===== src/rtl/sbvc_pkg.sv =====
/*
 * package of the synthesiser buffer and vco calibration register bank:
 * offsets, field positions, reset values, timing figures, carrier types.
 * assumes nothing beyond a systemverilog compiler.
 */
package sbvc_pkg;
    // register offsets on the serial configuration bus
    localparam logic [6:0] SBVC_OFS_SWING   = 7'h18;
    localparam logic [6:0] SBVC_OFS_CURRENT = 7'h19;
    localparam logic [6:0] SBVC_OFS_BW      = 7'h1A;
    localparam logic [6:0] SBVC_OFS_CAL     = 7'h1B;

    // field positions
    localparam int SBVC_POS_PRE     = 6;
    localparam int SBVC_POS_START   = 7;
    localparam int SBVC_POS_DUAL    = 6;
    localparam int SBVC_POS_WAIT    = 4;
    localparam int SBVC_POS_SELECT  = 3;

    // reset values per field
    localparam logic [1:0] SBVC_RST_PRE_SWING   = 2'h3;
    localparam logic [2:0] SBVC_RST_TX_SWING    = 3'h1;
    localparam logic [1:0] SBVC_RST_PRE_CURRENT = 2'h1;
    localparam logic [2:0] SBVC_RST_TX_CURRENT  = 3'h5;
    localparam logic [7:0] SBVC_RST_BW          = 8'h86;
    localparam logic       SBVC_RST_START       = 1'h0;
    localparam logic       SBVC_RST_DUAL        = 1'h0;
    localparam logic [1:0] SBVC_RST_WAIT        = 2'h0;
    localparam logic       SBVC_RST_SELECT      = 1'h1;
    localparam logic [2:0] SBVC_RST_ITERATE     = 3'h5;

    // lock output selection codes for calibration complete and constant one
    localparam logic [3:0] SBVC_LOCK_CAL_DONE = 4'h5;
    localparam logic [3:0] SBVC_LOCK_ONE      = 4'h1;

    // serial frame layout
    localparam logic [4:0] SBVC_BIT_RW   = 5'h07;
    localparam logic [4:0] SBVC_BIT_LAST = 5'h0F;

    // calibration clock dividers, new routine then legacy routine
    localparam logic [8:0] SBVC_DIV_NEW_0 = 9'h008;
    localparam logic [8:0] SBVC_DIV_NEW_1 = 9'h010;
    localparam logic [8:0] SBVC_DIV_NEW_2 = 9'h028;
    localparam logic [8:0] SBVC_DIV_NEW_3 = 9'h050;
    localparam logic [8:0] SBVC_DIV_OLD_0 = 9'h050;
    localparam logic [8:0] SBVC_DIV_OLD_1 = 9'h080;
    localparam logic [8:0] SBVC_DIV_OLD_2 = 9'h0A0;
    localparam logic [8:0] SBVC_DIV_OLD_3 = 9'h100;

    // legacy calibration duration in reference periods
    localparam logic [17:0] SBVC_TIME_OLD_0 = 18'h15F90;
    localparam logic [17:0] SBVC_TIME_OLD_1 = 18'h1ADB0;
    localparam logic [17:0] SBVC_TIME_OLD_2 = 18'h1FBD0;
    localparam logic [17:0] SBVC_TIME_OLD_3 = 18'h30D40;

    typedef struct packed {
        logic [1:0] pre_swing;
        logic [2:0] tx_swing;
        logic [1:0] pre_current;
        logic [2:0] tx_current;
        logic [7:0] bw;
        logic       start;
        logic       dual;
        logic [1:0] wait_sel;
        logic       select;
        logic [2:0] iterate;
    } sbvc_regs_type;

    typedef struct packed {
        logic [2:0] pclk;
        logic [2:0] pdi;
        logic [2:0] psel_n;
    } sbvc_sync_type;

    typedef struct packed {
        sbvc_sync_type sync;
        logic          pclk;
        logic          pdi;
        logic          psel_n;
        logic [4:0]    bitcnt;
        logic [7:0]    shift;
        logic [6:0]    addr;
        logic          wr;
        logic [7:0]    rd;
        logic          pdo;
        sbvc_regs_type regs;
        logic          cal_pulse;
        logic          cal_done;
    } sbvc_state_type;

    function automatic logic [8:0] sbvc_divider(input logic sel, input logic [1:0] w);
        logic [8:0] d;
        d = 9'h000;
        unique case ({sel, w})
            3'h4: d = SBVC_DIV_NEW_0;
            3'h5: d = SBVC_DIV_NEW_1;
            3'h6: d = SBVC_DIV_NEW_2;
            3'h7: d = SBVC_DIV_NEW_3;
            3'h0: d = SBVC_DIV_OLD_0;
            3'h1: d = SBVC_DIV_OLD_1;
            3'h2: d = SBVC_DIV_OLD_2;
            3'h3: d = SBVC_DIV_OLD_3;
        endcase
        return d;
    endfunction

    function automatic logic [7:0] sbvc_read(input sbvc_regs_type r, input logic [6:0] a);
        logic [7:0] v;
        v = 8'h00;
        unique case (a)
            SBVC_OFS_SWING:   v = {r.pre_swing, 3'h0, r.tx_swing};
            SBVC_OFS_CURRENT: v = {r.pre_current, 3'h0, r.tx_current};
            SBVC_OFS_BW:      v = r.bw;
            SBVC_OFS_CAL:     v = {r.start, r.dual, r.wait_sel, r.select, r.iterate};
            default:          v = 8'h00;
        endcase
        return v;
    endfunction
endpackage


===== src/rtl/sbvc_regs.sv =====
/*
 * register bank for prescaler and lo buffer bias, loop bandwidth scaling and
 * vco calibration control, reached over the four-wire serial config bus.
 * assumes the bus pins are asynchronous to mclk_i and much slower than it,
 * and that an external calibration engine pulses cal_done_i when finished.
 */
`timescale 1ns/1ps
`default_nettype none
module sbvc_regs
    import sbvc_pkg::*;
(
    input  wire logic        mclk_i,
    input  wire logic        rst_i,
    input  wire logic        pclk_i,
    input  wire logic        pdi_i,
    input  wire logic        psel_n_i,
    output logic             pdo_o,
    input  wire logic        freq_select_i,
    input  wire logic [3:0]  lock_select_i,
    input  wire logic        cal_done_i,
    output logic [1:0]       prescaler_swing_o,
    output logic [2:0]       tx_lo_swing_o,
    output logic [1:0]       prescaler_current_o,
    output logic [2:0]       tx_lo_current_o,
    output logic [7:0]       loop_bandwidth_factor_o,
    output logic             cal_start_o,
    output logic [8:0]       cal_divider_o,
    output logic [17:0]      cal_time_est_o,
    output logic [3:0]       calibration_dac_start_o,
    output logic             cal_store_a_o,
    output logic             cal_store_b_o,
    output logic             lock_o
);
    sbvc_state_type s_q;
    sbvc_state_type s_d;
    logic           rise;
    logic           fall;
    logic [7:0]     wdata;

    always_comb begin
        s_d = s_q;
        // only stages 1 and 2 feed the filter; stage 0 may be metastable
        s_d.sync.pclk   = {s_q.sync.pclk[1:0], pclk_i};
        s_d.sync.pdi    = {s_q.sync.pdi[1:0], pdi_i};
        s_d.sync.psel_n = {s_q.sync.psel_n[1:0], psel_n_i};
        if (s_q.sync.pclk[1] == s_q.sync.pclk[2]) begin
            s_d.pclk = s_q.sync.pclk[2];
        end
        if (s_q.sync.pdi[1] == s_q.sync.pdi[2]) begin
            s_d.pdi = s_q.sync.pdi[2];
        end
        if (s_q.sync.psel_n[1] == s_q.sync.psel_n[2]) begin
            s_d.psel_n = s_q.sync.psel_n[2];
        end
        rise  = s_d.pclk & ~s_q.pclk;
        fall  = ~s_d.pclk & s_q.pclk;
        wdata = {s_q.shift[6:0], s_q.pdi};
        s_d.cal_pulse = 1'b0;
        if (s_q.regs.start) begin
            s_d.regs.start = 1'b0;
        end
        if (s_q.psel_n) begin
            s_d.bitcnt = 5'h00;
            s_d.pdo    = 1'b0;
        end else if (rise && s_q.bitcnt <= SBVC_BIT_LAST) begin
            s_d.bitcnt = s_q.bitcnt + 5'h01;
            s_d.shift  = wdata;
            if (s_q.bitcnt < SBVC_BIT_RW) begin
                s_d.addr = {s_q.addr[5:0], s_q.pdi};
            end
            if (s_q.bitcnt == SBVC_BIT_RW) begin
                s_d.wr = s_q.pdi;
                s_d.rd = sbvc_read(s_q.regs, s_q.addr);
            end
            if (s_q.bitcnt == SBVC_BIT_LAST && s_q.wr) begin
                unique case (s_q.addr)
                    SBVC_OFS_SWING: begin
                        s_d.regs.pre_swing = wdata[SBVC_POS_PRE +: 2];
                        s_d.regs.tx_swing  = wdata[2:0];
                    end
                    SBVC_OFS_CURRENT: begin
                        s_d.regs.pre_current = wdata[SBVC_POS_PRE +: 2];
                        s_d.regs.tx_current  = wdata[2:0];
                    end
                    SBVC_OFS_BW: begin
                        s_d.regs.bw = wdata;
                    end
                    SBVC_OFS_CAL: begin
                        s_d.regs.dual     = wdata[SBVC_POS_DUAL];
                        s_d.regs.wait_sel = wdata[SBVC_POS_WAIT +: 2];
                        s_d.regs.select   = wdata[SBVC_POS_SELECT];
                        s_d.regs.iterate  = wdata[2:0];
                        // launch on every write of 1 to the start bit, since the stored bit self-clears the cycle after
                        if (wdata[SBVC_POS_START] && !s_q.regs.start) begin
                            s_d.regs.start = 1'b1;
                            s_d.cal_pulse  = 1'b1;
                        end
                    end
                    default: begin
                        s_d.regs = s_d.regs;
                    end
                endcase
            end
        end else if (fall && !s_q.wr && s_q.bitcnt > SBVC_BIT_RW) begin
            s_d.pdo = s_q.rd[7];
            s_d.rd  = {s_q.rd[6:0], 1'b0};
        end
        // completion set beats the clear by a new launch
        if (cal_done_i) begin
            s_d.cal_done = 1'b1;
        end else if (s_d.cal_pulse) begin
            s_d.cal_done = 1'b0;
        end
    end

    always_ff @(posedge mclk_i) begin
        if (rst_i) begin
            s_q <= '0;
            s_q.sync.pclk   <= 3'h0;
            s_q.sync.psel_n <= 3'h7;
            s_q.psel_n      <= 1'b1;
            s_q.regs.pre_swing   <= SBVC_RST_PRE_SWING;
            s_q.regs.tx_swing    <= SBVC_RST_TX_SWING;
            s_q.regs.pre_current <= SBVC_RST_PRE_CURRENT;
            s_q.regs.tx_current  <= SBVC_RST_TX_CURRENT;
            s_q.regs.bw          <= SBVC_RST_BW;
            s_q.regs.start       <= SBVC_RST_START;
            s_q.regs.dual        <= SBVC_RST_DUAL;
            s_q.regs.wait_sel    <= SBVC_RST_WAIT;
            s_q.regs.select      <= SBVC_RST_SELECT;
            s_q.regs.iterate     <= SBVC_RST_ITERATE;
        end else begin
            s_q <= s_d;
        end
    end

    assign pdo_o                   = s_q.pdo;
    assign prescaler_swing_o       = s_q.regs.pre_swing;
    assign tx_lo_swing_o           = s_q.regs.tx_swing;
    assign prescaler_current_o     = s_q.regs.pre_current;
    assign tx_lo_current_o         = s_q.regs.tx_current;
    assign loop_bandwidth_factor_o = s_q.regs.bw;
    assign cal_start_o             = s_q.cal_pulse;
    assign cal_divider_o           = sbvc_divider(s_q.regs.select, s_q.regs.wait_sel);
    assign calibration_dac_start_o = {1'b0, s_q.regs.iterate} + 4'h1;
    assign cal_store_a_o           = s_q.regs.dual | ~freq_select_i;
    assign cal_store_b_o           = s_q.regs.dual | freq_select_i;

    // duration hint only meaningful for the legacy routine
    always_comb begin
        cal_time_est_o = 18'h00000;
        if (!s_q.regs.select) begin
            unique case (s_q.regs.wait_sel)
                2'h0: cal_time_est_o = SBVC_TIME_OLD_0;
                2'h1: cal_time_est_o = SBVC_TIME_OLD_1;
                2'h2: cal_time_est_o = SBVC_TIME_OLD_2;
                2'h3: cal_time_est_o = SBVC_TIME_OLD_3;
            endcase
        end
    end

    // other lock sources live elsewhere and read as 0 here
    always_comb begin
        lock_o = 1'b0;
        if (lock_select_i == SBVC_LOCK_CAL_DONE) begin
            lock_o = ~s_q.cal_done;
        end else if (lock_select_i == SBVC_LOCK_ONE) begin
            lock_o = 1'b1;
        end
    end
endmodule
`default_nettype wire


===== config.mk =====
export PLATFORM = sky130hd
export DESIGN_NAME = sbvc_regs
export DESIGN_NICKNAME = d
export VERILOG_FILES = /design/src/rtl/sbvc_pkg.sv /design/src/rtl/sbvc_regs.sv
export SDC_FILE = /design/constraint.sdc
export NUM_CORES = 1
export LEC_CHECK = 0
export ABC_AREA = 1
export BUFFER_PORTS_ARGS = -buffer_cell sky130_fd_sc_hd__buf_2
export CORE_AREA = 5 5 101 103
export CTS_CLUSTER_DIAMETER = 80
export CTS_CLUSTER_SIZE = 25
export DETAILED_ROUTE_END_ITERATION = 10
export DIE_AREA = 0 0 106 108
export PLACE_DENSITY = 0.67
export SLEW_MARGIN = 30
export SYNTH_ARGS = -nofsm -noshare
export SYNTH_HDL_FRONTEND = slang
export SYNTH_SLANG_ARGS = --single-unit

===== constraint.sdc =====
create_clock -name mclk_i -period 5.64 [get_ports mclk_i]
set_input_delay 0.282 -clock mclk_i [delete_from_list [all_inputs] [get_ports mclk_i]]
set_output_delay 0.282 -clock mclk_i [all_outputs]
set_load 0.01 [all_outputs]

==> impl_metrics.yaml <==
clock_tree:
  cts.reportedPaths.clkPinSlew_ns: 0.08
  h-tree-depth: 3
  insertion_delay_ns: 0.35
  ctsLongestPathBuffers: 2
  clk_root_buffer_cell: "sky130_fd_sc_hd__clkbuf_8"
  cts_resized: 0
  tritoncts: "done"
  hold_buffers: 0
  postCtsSetupBuffers: 0
  clkSinkCount: 75
  cts_inserted_buffers: 9
sta:
  clock-skew-final_ns: 0.0121
  min_period_over_period: 0.411
  maxClockFrequency_ghz: 0.432
  rsz_0062_raised_after_global_routing: "no"
  fin_hold_ws_ns: 0.112
  slew_headroom: 0.637
  timing_max_transition_violations_final: 0
  final.setup.tns_ns: 0
  finalHoldViolations: 0
  report.final.setup_viol: 0
  period_needed_ns: 2.32
  tightest_slew_ns: 0.544
  post-route-worst-setup-slack_ns: 3.32
min_path:
  hold_depth: 2
  hold_path_class: "primary input to register"
routing:
  drt-initial-drc-count: 168
  post-route-drc-count: 0
  route.antenna.remaining_nets: 0
  vias_per_cell: 4.87
  route.vias.total: 3038
  post_drt_wl_per_cell_um: 13.1
  dr.pass1.iters: 5
  postRouteWirelength_mm: 8.15
pwr:
  pwr-share-clk: 0.447
  power.static_leakage_nw: 1.77
  seq_power_share: 0.532
  peakVddDrop_uv: 148
  comb_power_share: 0.021
  sw_frac_of_total: 0.206
  internal_power_mw: 0.796
  power_density_nw_per_um2: 254
  power.net_switching_mw: 0.207
logic_synthesis:
  yosysUniqueCellTypes: 36
  synth_xor_xnor_area_share: 0.00489
  synth.cell_area_sq_um: 3580
  post_synth_mux_area_share: 0
  synth.avg_cell_area_sq_um: 7.48
  synthSimpleGateAreaFrac: 0.263
  synth-compound-area-share: 0.125
  synth-edff-count: 0
  synth_flop_cell: "sky130_fd_sc_hd__dfxtp_1"
  synth-warning-count: 0
  synth_top_family_by_area: "simple AND/OR/NAND/NOR gates"
  synthesis.instances: 479
  yosysSeqAreaShare: 0.419
  synth-async-reset-ratio: 0
  synth-adder-area-share: 0.0419
  post_synthesis_register_bit_count: 75
grt:
  first_global_vias: 2916
  initial_antenna_violation_count: 0
  grt_util_all_layers: 0.149
  pin_count_of_the_biggest_net_entering_global_routing: 30
  wire_length_of_the_first_global_routing_pass_mm: 13.7
  globalRoute.totalOverflow: 0
floorplan:
  die_y_um: 108
  pin_count: 65
  fp.coreArea_sq_um: 9110
  die_area_sq_um: 11400
  chipWidth_um: 106
  initial_utilization: 0.393
  std_cell_rows: 35
job:
  drv_cap: 0
critical_path:
  critical_path_class: "register to register"
  cp_max_fo: 6
  critical_path_arrival_ns: 2.56
  worst_ep_required_time_ns: 5.88
  critical_path.startpoint_type: "register"
  timing.reg2reg.worst_path_depth: 14
  critical_path.endpoint_type: "register"
placed_design:
  place.port_buffers: 57
  dp.cells: 609
  postPlaceCellArea_sq_um: 3730
  dp_worst_setup_slack_ns: 3.35
  place_congestion: 0.885
  detailedPlacementHpwl_mm: 6.09
finish:
  most_frequent_cells_in_the_layout: "sky130_fd_sc_hd__nand2_1 (91), sky130_fd_sc_hd__dfxtp_1 (75), sky130_fd_sc_hd__buf_2 (57)"
  finalInstanceArea_sq_um: 3950
  drive_gt1_frac: 0.197
  layout_commonest_cell: "sky130_fd_sc_hd__nand2_1"
  final_cell_count_no_fill: 624
  design.final.nets: 532
  syn2layout_area_growth_pct: 10.2
  antenna_cells_inserted: 0
status:
  status: "finished clean"
Yosys cell counts (7+ instances only):
cell	count	area (sq um)
sky130_fd_sc_hd__o21ai_0	28	140
sky130_fd_sc_hd__ha_1	12	150
sky130_fd_sc_hd__nand2_1	91	342
sky130_fd_sc_hd__o211ai_1	7	52.6
sky130_fd_sc_hd__a21oi_1	36	180
sky130_fd_sc_hd__dfxtp_1	75	1500
sky130_fd_sc_hd__nand3_1	25	125
sky130_fd_sc_hd__inv_1	53	199
sky130_fd_sc_hd__nor2_1	53	199
sky130_fd_sc_hd__buf_4	33	248
sky130_fd_sc_hd__clkbuf_1	8	30.0
per-stage QoR:
step | util | total power [mW]
after CTS | 0.434 | 1.01
after global placement | 0.410 | 0.566
after floorplan | - | 0.563
after detailed placement | 0.410 | 0.567
after global routing | 0.434 | 1.04
final | 0.434 | 1.00
flip-flops by register name, summed over array words and instances (netlist names):
| name | count |
|---|---|
| tx_lo_current_o | 3 |
| tx_lo_swing_o | 3 |
| prescaler_current_o | 2 |
| cal_start_o | 1 |
| prescaler_swing_o | 2 |
| s_d | 6 |
| cal_divider_o | 6 |
| loop_bandwidth_factor_o | 8 |
| pdo_o | 1 |
| s_q | 43 |
layout make-up:
cell class              instances  area [sq um]
flip-flops and latches         75          1500
clock inverters                 5          77.6
clock buffers                  10           138
multi-input cells             308          1580
inverters                      57           216
well taps                     111           139
fillers                       942          5160
repair buffers                 58           293
final timing paths:
path,from,to,slack [ns]
max,s_q[53],cal_divider_o[6],3.32
min,psel_n_i,s_d[62],0.11
max reg2reg,s_q[53],cal_divider_o[6],3.32
min reg2reg,s_d[68],s_d[69],0.40
critical path, cell delays in order (launching register included):
cell	delay [ns]
sky130_fd_sc_hd__dfxtp_1	0.38
sky130_fd_sc_hd__ha_1	0.18
sky130_fd_sc_hd__nand2_1	0.08
sky130_fd_sc_hd__nor2_1	0.09
sky130_fd_sc_hd__ha_1	0.17
sky130_fd_sc_hd__nand2_1	0.09
sky130_fd_sc_hd__inv_1	0.18
sky130_fd_sc_hd__nand3_2	0.15
sky130_fd_sc_hd__nor2_4	0.19
sky130_fd_sc_hd__nand2_1	0.06
sky130_fd_sc_hd__o21ai_1	0.11
sky130_fd_sc_hd__nand2_1	0.13
sky130_fd_sc_hd__ha_1	0.21
sky130_fd_sc_hd__nand4_1	0.12
sky130_fd_sc_hd__nand2_1	0.07
layer usage:
metal  vias to the layer above  part of all wire  track usage
met2                       103              0.45        0.249
li1                       1552                 -            -
met1                      1372              0.46        0.186
met5                         -                 0            0
met3                        11             0.067       0.0400
met4                         0             0.019       0.0527
kinds of logic after synthesis:
family	count (synthesis)
other cells	1
compound gates	82
simple gates	205
xor+xnor	2
flops	75
fa+ha+maj	12
buf+inv	102
power by group through the flow:
| stage | sequential (mW) | clock, mW | combinational, mW |
|---|---|---|---|
| 2_1_floorplan | 0.545 | 0 | 0.0178 |
| 3_3_place_gp | 0.546 | 0 | 0.0206 |
| 3_5_place_dp | 0.546 | 0 | 0.0212 |
| 4_1_cts | 0.533 | 0.458 | 0.0212 |
| 5_1_grt | 0.534 | 0.477 | 0.0244 |
| 6_report | 0.533 | 0.449 | 0.0211 |
Power figures use the tool's default switching activity.
